--- src/adc_wrap_pkg.sv ---
// package: register map, field layout, encodings and types of the converter wrapper
// Notes on behaviour
// - internal bandgap after reset; external only when selected
// - nine-bit trim added to every result before storing
// - trim adds no cycle of latency
// - trimmed result clamps, full code range stays reachable
// - sixteen results readable by DMA at 0x0b00-0x0b0f
// - processor and DMA reads served same cycle
// - mirror 0x7108-0x710f is processor only
// - DMA sync only with override and continuous run
// - one sync per pass at first boundary
// - control one fields at offset zero, reset zero
// - bit 15 and bits 3-0 read zero
// - reset bit returns whole block to reset
// - reset bit self-clears and reads zero
// - module reset spans two clock cycles
// - suspend field selects debug halt behaviour
// - sample pulse lasts window plus one cycles
package adc_wrap_pkg;
  localparam int ADDR_W = 16;
  localparam int DATA_W = 16;
  localparam int RES_W  = 12;
  localparam int TRIM_W = 9;
  localparam int RES_N  = 16;
  localparam int IDX_W  = 4;

  localparam logic [ADDR_W-1:0] CTRL_ONE_ADDR = 16'h7100;
  localparam logic [ADDR_W-1:0] REFSEL_ADDR   = 16'h711c;
  localparam logic [ADDR_W-1:0] OFFSET_TRIM_FIELD_ADDR  = 16'h711d;
  localparam logic [ADDR_W-1:0] RES_DMA_LO    = 16'h0b00;
  localparam logic [ADDR_W-1:0] RES_DMA_HI    = 16'h0b0f;
  localparam logic [ADDR_W-1:0] RES_MIR_LO    = 16'h7108;
  localparam logic [ADDR_W-1:0] RES_MIR_HI    = 16'h710f;

  localparam logic [DATA_W-1:0] CTRL_WMASK    = 16'h3ff0;
  localparam int                CTRL_RST_BIT  = 14;
  localparam int                REFSEL_LSB    = 14;
  localparam logic [1:0]        REF_INTERNAL  = 2'h0;
  localparam logic [1:0]        REF_EXTERNAL  = 2'h1;
  localparam logic [1:0]        SW_RST_CYCLES = 2'h2;

  localparam logic [1:0] SUSP_IGNORE = 2'h0;
  localparam logic [1:0] SUSP_SEQ    = 2'h1;
  localparam logic [1:0] SUSP_CONV   = 2'h2;
  localparam logic [1:0] SUSP_NOW    = 2'h3;

  localparam logic [IDX_W-1:0] WRAP_HALF = 4'h7;
  localparam logic [IDX_W-1:0] WRAP_FULL = 4'hf;
  localparam logic [RES_W-1:0] CODE_MAX  = 12'hfff;

  typedef struct packed {
    logic       rsvdTop;
    logic       modReset;
    logic [1:0] suspMode;
    logic [3:0] sampleWin;
    logic       clkDiv;
    logic       contRun;
    logic       seqOverride;
    logic       cascade;
    logic [3:0] rsvdLow;
  } ctrl_t;

  typedef struct packed {
    logic              wrEn;
    logic              rdEn;
    logic [ADDR_W-1:0] addr;
    logic [DATA_W-1:0] wdata;
  } cpu_req_t;

  typedef struct packed {
    logic             done;
    logic [RES_W-1:0] raw;
  } conv_in_t;

  typedef enum logic [1:0] {SEQ_IDLE, SEQ_SAMPLE, SEQ_CONVERT, SEQ_HOLD} seq_state_t;
endpackage : adc_wrap_pkg

--- src/adc_offset_dma_sync_ctrl.sv ---
// converter wrapper: control one, reference select, offset trim, results, DMA sync
`timescale 1ns/1ps
module adc_offset_dma_sync_ctrl
  import adc_wrap_pkg::*;
(
  input  wire logic              clk,
  input  wire logic              nrst,
  input  wire cpu_req_t          cpuReq,
  output logic [DATA_W-1:0]      cpuRdData,
  input  wire logic              dmaRdEn,
  input  wire logic [ADDR_W-1:0] dmaAddr,
  output logic [DATA_W-1:0]      dmaRdData,
  input  wire logic              startTrigger,
  input  wire logic              debugHalt,
  input  wire logic [IDX_W-1:0]  maxConvCount,
  input  wire conv_in_t          convIn,
  output logic                   sampleSwitch,
  output logic                   dmaSync,
  output logic                   useExternalRef
);
  logic [1:0]        rstPipe_r;
  logic              rstN;
  logic [1:0]        swRstCnt_r;
  logic              softRst;
  ctrl_t             ctrl_r;
  logic [1:0]        refSel_r;
  logic [TRIM_W-1:0] offset_trim_field_r;
  logic              useExtRef_r;
  logic [DATA_W-1:0] cpuRdData_r;
  logic [DATA_W-1:0] dmaRdData_r;
  logic              sampleSwitch_r;
  logic              dmaSync_r;
  logic [RES_W-1:0]  resultMem_r [RES_N];
  seq_state_t        state_r;
  seq_state_t        state_nxt;
  logic [3:0]        sampleCnt_r;
  logic [IDX_W-1:0]  resIdx_r;
  logic [IDX_W-1:0]  boundCnt_r;
  logic              syncDone_r;

  // reset release through two flops
  always_ff @(posedge clk or negedge nrst)
  begin
    if (!nrst)
      rstPipe_r <= 2'b00;
    else
      rstPipe_r <= {rstPipe_r[0], 1'b1};
  end
  assign rstN = rstPipe_r[1];

  // address decode
  wire cpuCtrlHit = cpuReq.addr == CTRL_ONE_ADDR;
  wire cpuRefHit  = cpuReq.addr == REFSEL_ADDR;
  wire cpuTrimHit = cpuReq.addr == OFFSET_TRIM_FIELD_ADDR;
  wire cpuResHit  = cpuReq.addr >= RES_DMA_LO && cpuReq.addr <= RES_DMA_HI;
  wire cpuMirHit  = cpuReq.addr >= RES_MIR_LO && cpuReq.addr <= RES_MIR_HI;
  wire dmaResHit  = dmaAddr >= RES_DMA_LO && dmaAddr <= RES_DMA_HI;
  wire [IDX_W-1:0] cpuIdx = cpuResHit ? cpuReq.addr[IDX_W-1:0] : {1'b0, cpuReq.addr[2:0]};
  wire ctrlWr   = cpuReq.wrEn && cpuCtrlHit && !softRst;
  wire modRstWr = ctrlWr && cpuReq.wdata[CTRL_RST_BIT];
  assign softRst = swRstCnt_r != 2'h0;

  // control one read: reset bit and reserved bits are never stored
  wire [DATA_W-1:0] ctrlRead = ctrl_r & CTRL_WMASK;
  wire [DATA_W-1:0] cpuRdNxt =
    cpuCtrlHit ? ctrlRead :
    cpuRefHit  ? {refSel_r, 14'h0000} :
    cpuTrimHit ? {7'h00, offset_trim_field_r} :
    (cpuResHit || cpuMirHit) ? {4'h0, resultMem_r[cpuIdx]} : 16'h0000;
  wire [DATA_W-1:0] dmaRdNxt =
    dmaResHit ? {4'h0, resultMem_r[dmaAddr[IDX_W-1:0]]} : 16'h0000;

  // signed trim applied in the same cycle the result is stored
  wire signed [13:0] trimSum =
    $signed({2'b00, convIn.raw}) + $signed({{5{offset_trim_field_r[TRIM_W-1]}}, offset_trim_field_r});
  wire [RES_W-1:0] trimmed =
    trimSum < 0 ? 12'h000 :
    trimSum > $signed({2'b00, CODE_MAX}) ? CODE_MAX : trimSum[RES_W-1:0];

  // sequencer decode
  wire freeze    = debugHalt && ctrl_r.suspMode == SUSP_NOW;
  wire holdConv  = debugHalt && ctrl_r.suspMode == SUSP_CONV;
  wire holdSeq   = debugHalt && (ctrl_r.suspMode == SUSP_SEQ || holdConv);
  wire [IDX_W-1:0] wrapIdx =
    ctrl_r.seqOverride ? (ctrl_r.cascade ? WRAP_FULL : WRAP_HALF) : maxConvCount;
  wire storeEn   = state_r == SEQ_CONVERT && convIn.done && !freeze;
  wire passEnd   = storeEn && resIdx_r == wrapIdx;
  wire boundary  = storeEn && boundCnt_r == maxConvCount;
  wire syncMode  = ctrl_r.seqOverride && ctrl_r.contRun;
  wire syncFire  = syncMode && boundary && !syncDone_r;
  wire sampleEnd = sampleCnt_r == ctrl_r.sampleWin;

  always_comb
  begin
    state_nxt = state_r;
    if (!freeze)
    begin
      unique case (state_r)
        SEQ_IDLE:
          if ((startTrigger || ctrl_r.contRun) && !holdSeq)
            state_nxt = SEQ_SAMPLE;
        SEQ_SAMPLE:
          if (sampleEnd)
            state_nxt = SEQ_CONVERT;
        SEQ_CONVERT:
          if (passEnd)
            state_nxt = (ctrl_r.contRun && !holdSeq) ? SEQ_SAMPLE : SEQ_IDLE;
          else if (storeEn)
            state_nxt = holdConv ? SEQ_HOLD : SEQ_SAMPLE;
        SEQ_HOLD:
          if (!holdConv)
            state_nxt = SEQ_SAMPLE;
      endcase
    end
  end

  // two-cycle module reset counter, loaded by the reset-bit write, counts down to zero by itself, also cleared by the pin reset
  always_ff @(posedge clk or negedge rstN)
  begin
    if (!rstN)
      swRstCnt_r <= 2'h0;
    else if (modRstWr)
      swRstCnt_r <= SW_RST_CYCLES;
    else if (softRst)
      swRstCnt_r <= swRstCnt_r - 2'h1;
  end

  always_ff @(posedge clk or negedge rstN)
  begin
    if (!rstN)
    begin
      ctrl_r      <= '0;
      refSel_r    <= REF_INTERNAL;
      offset_trim_field_r   <= '0;
      useExtRef_r <= 1'b0;
    end
    else if (softRst || modRstWr)
    begin
      ctrl_r      <= '0;
      refSel_r    <= REF_INTERNAL;
      offset_trim_field_r   <= '0;
      useExtRef_r <= 1'b0;
    end
    else if (cpuReq.wrEn)
    begin
      if (cpuCtrlHit)
        ctrl_r <= ctrl_t'(cpuReq.wdata & CTRL_WMASK);
      if (cpuRefHit)
      begin
        refSel_r    <= cpuReq.wdata[REFSEL_LSB +: 2];
        useExtRef_r <= cpuReq.wdata[REFSEL_LSB +: 2] == REF_EXTERNAL;
      end
      if (cpuTrimHit)
        offset_trim_field_r <= cpuReq.wdata[TRIM_W-1:0];
    end
  end

  // both read ports answer one cycle after the request, independently
  always_ff @(posedge clk or negedge rstN)
  begin
    if (!rstN)
    begin
      cpuRdData_r <= '0;
      dmaRdData_r <= '0;
    end
    else
    begin
      cpuRdData_r <= cpuReq.rdEn ? cpuRdNxt : 16'h0000;
      dmaRdData_r <= dmaRdEn ? dmaRdNxt : 16'h0000;
    end
  end

  genvar gi;
  generate
    for (gi = 0; gi < RES_N; gi++)
    begin : g_result
      always_ff @(posedge clk or negedge rstN)
      begin
        if (!rstN)
          resultMem_r[gi] <= '0;
        else if (softRst || modRstWr)
          resultMem_r[gi] <= '0;
        else if (storeEn && resIdx_r == IDX_W'(gi))
          resultMem_r[gi] <= trimmed;
      end
    end
  endgenerate

  always_ff @(posedge clk or negedge rstN)
  begin
    if (!rstN)
    begin
      state_r        <= SEQ_IDLE;
      sampleCnt_r    <= '0;
      resIdx_r       <= '0;
      boundCnt_r     <= '0;
      syncDone_r     <= 1'b0;
      sampleSwitch_r <= 1'b0;
      dmaSync_r      <= 1'b0;
    end
    else if (softRst || modRstWr)
    begin
      state_r        <= SEQ_IDLE;
      sampleCnt_r    <= '0;
      resIdx_r       <= '0;
      boundCnt_r     <= '0;
      syncDone_r     <= 1'b0;
      sampleSwitch_r <= 1'b0;
      dmaSync_r      <= 1'b0;
    end
    else
    begin
      state_r        <= state_nxt;
      sampleSwitch_r <= state_nxt == SEQ_SAMPLE;
      dmaSync_r      <= syncFire;
      if (!freeze)
      begin
        sampleCnt_r <= (state_r == SEQ_SAMPLE && !sampleEnd) ? sampleCnt_r + 4'h1 : 4'h0;
        if (storeEn)
        begin
          resIdx_r   <= passEnd ? 4'h0 : resIdx_r + 4'h1;
          boundCnt_r <= (boundary || passEnd) ? 4'h0 : boundCnt_r + 4'h1;
        end
        if (passEnd)
          syncDone_r <= 1'b0;
        else if (syncFire)
          syncDone_r <= 1'b1;
      end
    end
  end

  assign cpuRdData      = cpuRdData_r;
  assign dmaRdData      = dmaRdData_r;
  assign sampleSwitch   = sampleSwitch_r;
  assign dmaSync        = dmaSync_r;
  assign useExternalRef = useExtRef_r;

  // helper: length of the current sample pulse
  logic [4:0] socLen_r;
  always_ff @(posedge clk or negedge rstN)
  begin
    if (!rstN)
      socLen_r <= '0;
    else if (!sampleSwitch_r)
      socLen_r <= 5'h00;
    else if (!freeze)
      socLen_r <= socLen_r + 5'h01; // frozen cycles do not count
  end
endmodule : adc_offset_dma_sync_ctrl

--- config.mk ---
export PLATFORM = sky130hd
export DESIGN_NAME = adc_offset_dma_sync_ctrl
export DESIGN_NICKNAME = d
export VERILOG_FILES = /design/src/adc_wrap_pkg.sv /design/src/adc_offset_dma_sync_ctrl.sv
export SDC_FILE = /design/constraint.sdc
export NUM_CORES = 1
export LEC_CHECK = 0
export BUFFER_PORTS_ARGS = -buffer_cell sky130_fd_sc_hd__buf_2
export CAP_MARGIN = 10
export CORE_ASPECT_RATIO = 0.6
export CORE_MARGIN = 2
export CORE_UTILIZATION = 60
export DETAILED_ROUTE_END_ITERATION = 12
export GPL_ROUTABILITY_DRIVEN = 1
export PLACE_DENSITY_LB_ADDON = 0.1
export SYNTH_ARGS = -nofsm -noshare
export SYNTH_HDL_FRONTEND = slang
export SYNTH_SLANG_ARGS = --single-unit
--- constraint.sdc ---
create_clock -name clk -period 12 [get_ports clk]
set_input_delay 0.6 -clock clk [delete_from_list [all_inputs] [get_ports clk]]
set_output_delay 0.6 -clock clk [all_outputs]
set_load 0.005 [all_outputs]
==> flow_metrics.py, run 1 <==
metrics = {
    "run_status": {
        "status": "complete, no violations",
    },
    "power": {
        "power.leakage_nw": 6.90,
        "powerDensity_nw_per_um2": 125,
        "power_w": 0.00203,
        "vdd_drop_max_v": 0.000106,
    },
    "final_layout": {
        "drive_above_1_share_pct": 26.5,
        "synthToLayoutAreaGrowth_pct": 8.73,
        "most-common-layout-cells": "dfrtp_1, nand3_1, o21ai_0",
        "final_nets": 1459,
        "diodes": 0,
        "mostFrequentLayoutCell": "dfrtp_1",
    },
    "placed_design": {
        "gp_congestion": 0.924,
        "dp_hpwl_mm": 29.8,
        "port_buffers": 102,
        "post-place-ws_ns": 8.20,
    },
    "global_routing": {
        "grtUsageTotal_pct": 33.7,
        "grt.overflow.total": 0,
        "grt_pass1_wl_mm": 67.1,
        "grt_pass1_vias": 10800,
        "antenna_found_initial": 0,
        "grt_max_degree": 97,
    },
    "clock_network": {
        "postCtsSetupRepairBufs": 0,
        "clk_latency_ns": 0.54,
        "cts_sinks": 263,
        "clk_pin_slew_ns": 0.07,
        "cts_tree": "done",
        "cts.htree.levels": 1,
        "cts_buffers": 24,
        "clockBufferDepth": 3,
        "clockRootBuffer": "clkbuf_16",
    },
    "logic_synthesis": {
        "synth_edf_count": 0,
        "synth_area_per_cell_um2": 11.2,
        "synth_seq_cells": 263,
        "postSynth.asyncResetShare_pct": 100,
        "ys_seq_area_share_pct": 44.2,
        "synth.distinct_cells": 73,
        "yosysWarnings": 0,
        "synthesis.area_um2": 14900,
        "netlist_instances": 1331,
        "ys.flop_type": "dfrtp_1",
    },
    "worst_setup_path": {
        "required_ns": 12.37,
        "cp_cell_sequence": "ha_1 -> a21o_1 -> a221o_1 -> a31o_2 -> nand4_1 -> nand2_1 -> o31ai_4 -> o21ai_0",
        "cpPeakStageDelay_ns": 0.92,
        "cp.arrival_ns": 4.07,
        "path_class": "reg2reg",
        "critPathSlowestCell": "o31ai_4",
        "end_kind": "flip-flop",
        "cp_max_fo": 16,
        "startpoint_type": "flip-flop",
    },
    "sta": {
        "finalHoldViolCount": 0,
        "max_freq_mhz": 270,
        "min_period_ns": 3.70,
        "fin_skew_ns": 0.00897,
        "final-setup-viol-count": 0,
        "fin_setup_tns_ns": 0,
        "worst_pin_slew_ns": 1.07,
        "maxSlewViolCount": 0,
        "worst_slack_ns": 8.30,
        "maxSlewHeadroom_pct": 28.0,
        "timing.final.crit_share_pct": 30.8,
        "rsz0062_at_grt": "false",
    },
    "floorplanning": {
        "core_area_um2": 24300,
        "dieArea_um2": 26100,
        "start_util_pct": 61.4,
        "fp.dieW_um": 207,
        "io_pins": 107,
        "row_count": 44,
        "fp.dieH_um": 126,
    },
    "routing": {
        "initialDrtViolationCount": 1469,
        "firstDrtPassIters": 6,
        "drt_wl_total_mm": 43.2,
        "ant_nets": 0,
        "wl_per_cell_um": 25.3,
        "drc": 0,
        "via_per_inst": 6.88,
        "via_count": 11700,
    },
    "flow_run": {
        "cap_violations": 0,
    },
    "min_path": {
        "hp-class": "in2reg",
    },
}
## logic make-up (layout without fill, tap and decap cells)
kind of cell / after synthesis / in the layout / synth area share (%)
simple gates: 421 / 421 / 14.2
compound gates: 335 / 335 / 15.4
flops: 263 / 263 / 44.2
mux: 140 / 140 / 18.8
buf+inv: 131 / 180 / 4.45
fa+ha+maj: 21 / 21 / 1.81
xor+xnor: 18 / 18 / 1.18
other cells: 2 / 5 / 0.0504
## per-layer routing
metal	vias to the layer above	part of all wire [%]	GRT usage, %
li1	5082	-	-
met1	5882	45	54.3
met2	712	39	42.6
met3	52	14	13.3
met4	0	1.8	6.22
met5	-	0	0
## where the power goes
group	total, W	internal (W)	switching (W)
sequential	0.000902	0.000894	0.00000809
combinational	0.000324	0.0000717	0.000252
clock	0.000806	0.000455	0.000351
## synthesized netlist by cell type (4+ instances only)
master    instances  area (um2)
a211oi_1         41         308
a21boi_0         10        75.1
a21oi_1          48         240
a22oi_1           4        30.0
and2_1            4        25.0
and3_1           17         106
buf_1             7        26.3
buf_12            6         120
buf_2            35         175
buf_4             7        52.6
clkbuf_1         58         218
dfrtp_1         263        6580
ha_1             20         250
inv_1            17        63.8
mux2_2            5        56.3
mux2i_1          24         240
mux4_2          111        2500
nand2_1          70         263
nand3_1         167         836
nand3b_1         13        97.6
nand4_1           8        50.1
nor2_1           77         289
nor2b_1          22         138
nor3_1           12        60.1
nor4_1            6        37.5
o211ai_1          7        52.6
o21a_1            5        37.5
o21ai_0         120         601
o21ai_2          66         578
o21ai_4           5        81.3
xnor2_1           7        61.3
xor2_1           10        87.6
## area by class of cell
cell class	instances	area, um2
inverter	17	63.8
tap	322	403
timing repair buffer	120	653
clock inverter	8	90.1
fill	1905	8080
multi-input combinational	940	7690
sequential	263	6590
clock buffer	35	713
## stage by stage
step	hold slack (ns)	instances	instance area (um2)	utilization (%)
final	0.319	1705	16200	66.7
after global routing	0.345	1705	16200	66.7
after CTS	0.316	1704	16200	66.7
after detailed placement	0.343	1660	15400	63.3
after global placement	0.337	1660	15400	63.3
after floorplan	0.304	1334	14900	-
## sequential cells by signal, summed over array words and instances (netlist names)
signal	count
boundCnt_r	4
cpuRdData	16
ctrlRead	10
dmaRdData	12
dmaSync	1
offset_trim_field_r	9
refSel_r	2
resIdx_r	4
resultMem_r	192
rstPipe_r	2
sampleCnt_r	4
sampleSwitch	1
state_r	2
swRstCnt_r	2
syncDone_r	1
useExternalRef	1
## critical path: cells and delay by family, from the launching register on
family,cells,cell delay [ns]
compound gates,5,2.05
simple gates,2,0.24
fa+ha+maj,1,0.43
flops,1,0.80
## timing repair
action,CTS,global route
endpoints found under the hold margin,2,0
hold buffers,1,0
gates resized for setup,0,0
## path summary, 6_finish.rpt
kind / startpoint / end / slack (ns) / depth (start not counted)
setup / recovery: offset_trim_field_r[8] / resultMem_r[143] / 8.30 / 8
hold reg to reg: rstPipe_r[0] / rstPipe_r[1] / 0.35 / 0
min in group asynchronous: nrst / rstPipe_r[1] / 0.37 / 2
setup reg to reg: offset_trim_field_r[8] / resultMem_r[143] / 8.30 / 8
max in group asynchronous: rstPipe_r[1] / dmaRdData[11] / 9.34 / 2
hold / removal: cpuReq[1] / offset_trim_field_r[1] / 0.32 / 3
(Power assumes the default switching activity.)
==> run 2: changes to the inputs <==
--- a/config.mk
+++ b/config.mk
@@ -9,7 +9,7 @@
 export CAP_MARGIN = 10
 export CORE_ASPECT_RATIO = 0.6
 export CORE_MARGIN = 2
-export CORE_UTILIZATION = 60
+export CORE_UTILIZATION = 55
 export DETAILED_ROUTE_END_ITERATION = 12
 export GPL_ROUTABILITY_DRIVEN = 1
 export PLACE_DENSITY_LB_ADDON = 0.1
==> constraint.sdc (replaced) <==
create_clock -name clk -period 3.1 [get_ports clk]
set_input_delay 0.155 -clock clk [delete_from_list [all_inputs] [get_ports clk]]
set_output_delay 0.155 -clock clk [all_outputs]
set_load 0.005 [all_outputs]
==> flow_metrics.py, run 2 (synthesized netlist as in run 1, its figures left out) <==
metrics = {
    "sta": {
        "min_period_ns": 3.01,
        "finalHoldViolCount": 0,
        "max_freq_mhz": 332,
        "maxSlewHeadroom_pct": 34.9,
        "fin_setup_tns_ns": 0,
        "final-setup-viol-count": 0,
        "timing.final.crit_share_pct": 97.0,
        "rsz0062_at_grt": "false",
        "fin_skew_ns": 0.0126,
        "timing.hold.ws_ns": 0.0351,
        "maxSlewViolCount": 0,
        "worst_pin_slew_ns": 0.977,
    },
    "routing": {
        "drc": 0,
        "drt_wl_total_mm": 45.6,
        "via_count": 11900,
        "firstDrtPassIters": 6,
        "initialDrtViolationCount": 1393,
        "wl_per_cell_um": 25.0,
        "ant_nets": 0,
        "via_per_inst": 6.56,
    },
    "worst_setup_path": {
        "cpPeakStageDelay_ns": 0.57,
        "cp_cell_sequence": "ha_1 -> a2111oi_4 -> o21ai_2 -> and4_4 -> a2111o_2 -> and2_4 -> o21ai_4 -> buf_6 -> o21ai_0",
        "startpoint_type": "flip-flop",
        "required_ns": 3.50,
        "cp.arrival_ns": 3.41,
        "path_class": "reg2reg",
        "end_kind": "flip-flop",
        "cp_max_fo": 16,
        "critPathSlowestCell": "a2111o_2",
    },
    "clock_network": {
        "clockRootBuffer": "clkbuf_16",
        "clockBufferDepth": 3,
        "postCtsSetupRepairBufs": 0,
        "clk_pin_slew_ns": 0.06,
        "cts_sinks": 263,
        "cts_buffers": 26,
        "cts_tree": "done",
        "cts.htree.levels": 1,
        "clk_latency_ns": 0.56,
    },
    "floorplanning": {
        "fp.dieW_um": 216,
        "row_count": 46,
        "core_area_um2": 26500,
        "io_pins": 107,
        "fp.dieH_um": 131,
        "dieArea_um2": 28500,
        "start_util_pct": 56.1,
    },
    "final_layout": {
        "drive_above_1_share_pct": 28.9,
        "design_area_um2": 17000,
        "synthToLayoutAreaGrowth_pct": 14.4,
        "mostFrequentLayoutCell": "dfrtp_1",
        "fillers": 2109,
        "most-common-layout-cells": "dfrtp_1, nand3_1, o21ai_0",
        "largest_register": "resultMem_r",
        "final_nets": 1536,
        "largest_reg_flops": 192,
    },
    "min_path": {
        "hp-class": "in2reg",
    },
    "placed_design": {
        "gp_congestion": 0.897,
        "placed_area_um2": 16000,
        "port_buffers": 102,
        "dp_hpwl_mm": 32.1,
    },
    "power": {
        "powerDensity_nw_per_um2": 481,
        "vdd_drop_max_v": 0.000424,
        "power.leakage_nw": 7.30,
    },
    "global_routing": {
        "grt_pass1_wl_mm": 70.3,
        "grtUsageTotal_pct": 32.6,
        "grt_max_degree": 111,
        "grt_pass1_vias": 11600,
        "grt.overflow.total": 0,
        "antenna_found_initial": 1,
    },
    "run_status": {
        "status": "complete, no violations",
    },
    "flow_run": {
        "cap_violations": 0,
    },
}
run 2: per-layer routing:
metal	global-route usage, %	routed length [um]
met3	11.4	5620
met2	43.3	18500
met1	50.7	20300
met5	6.32	230
met4	6.09	931
run 2: through the flow:
step	power (W)	util [%]	setup slack, ns	instances
after floorplan	0.00455	-	0.464	1334
after global placement	0.00497	60.2	0.161	1756
after detailed placement	0.00497	60.2	0.0979	1756
after CTS	0.00818	64.0	0.0883	1818
after global routing	0.00843	64.2	0.0220	1818
final	0.00821	64.2	0.0915	1820
run 2: worst paths after layout:
path / from / endpoint / slack, ns / cells after the start
hold / removal: cpuReq[20] / cpuRdData[9] / 0.04 / 3
setup reg to reg: offset_trim_field_r[6] / resultMem_r[130] / 0.09 / 9
hold reg to reg: rstPipe_r[0] / rstPipe_r[1] / 0.36 / 0
setup / recovery: offset_trim_field_r[6] / resultMem_r[130] / 0.09 / 9
max in group asynchronous: rstPipe_r[1] / swRstCnt_r[1] / 1.72 / 1
min in group asynchronous: nrst / rstPipe_r[1] / 0.43 / 3
run 2: power breakdown:
group / leakage (nW) / internal, W / switching, W
Sequential: 3.66 / 0.00346 / 0.0000336
Clock: 0.409 / 0.00184 / 0.00140
Combinational: 3.23 / 0.000437 / 0.00104
Total: 7.30 / 0.00574 / 0.00247
run 2: critical path: cells and delay by family, from the launching register on:
family | cells | cell delay [ns]
AOI/OAI and AO/OA | 5 | 1.31
adders and majority gates | 1 | 0.40
buffers and inverters | 1 | 0.23
DFF | 1 | 0.41
and+or+nand+nor | 2 | 0.47
run 2: layout make-up:
cell class | count | area [um2] | share of cell area (%)
diodes | 2 | 5.00 | 0.0294
clock buffers | 37 | 753 | 4.42
clock inverters | 6 | 82.6 | 0.484
inverters | 17 | 63.8 | 0.374
multi-input cells | 940 | 7710 | 45.2
flip-flops and latches | 263 | 6590 | 38.6
well taps | 360 | 450 | 2.64
repair buffers | 195 | 1400 | 8.21
run 2: repair_timing:
| action | 4_1_cts | 5_1_grt |
|---|---|---|
| endpoints found under the hold margin | 26 | 0 |
| resized for setup | 0 | 10 |
| setup endpoints to repair | 0 | 51 |
| hold buffers | 19 | 0 |
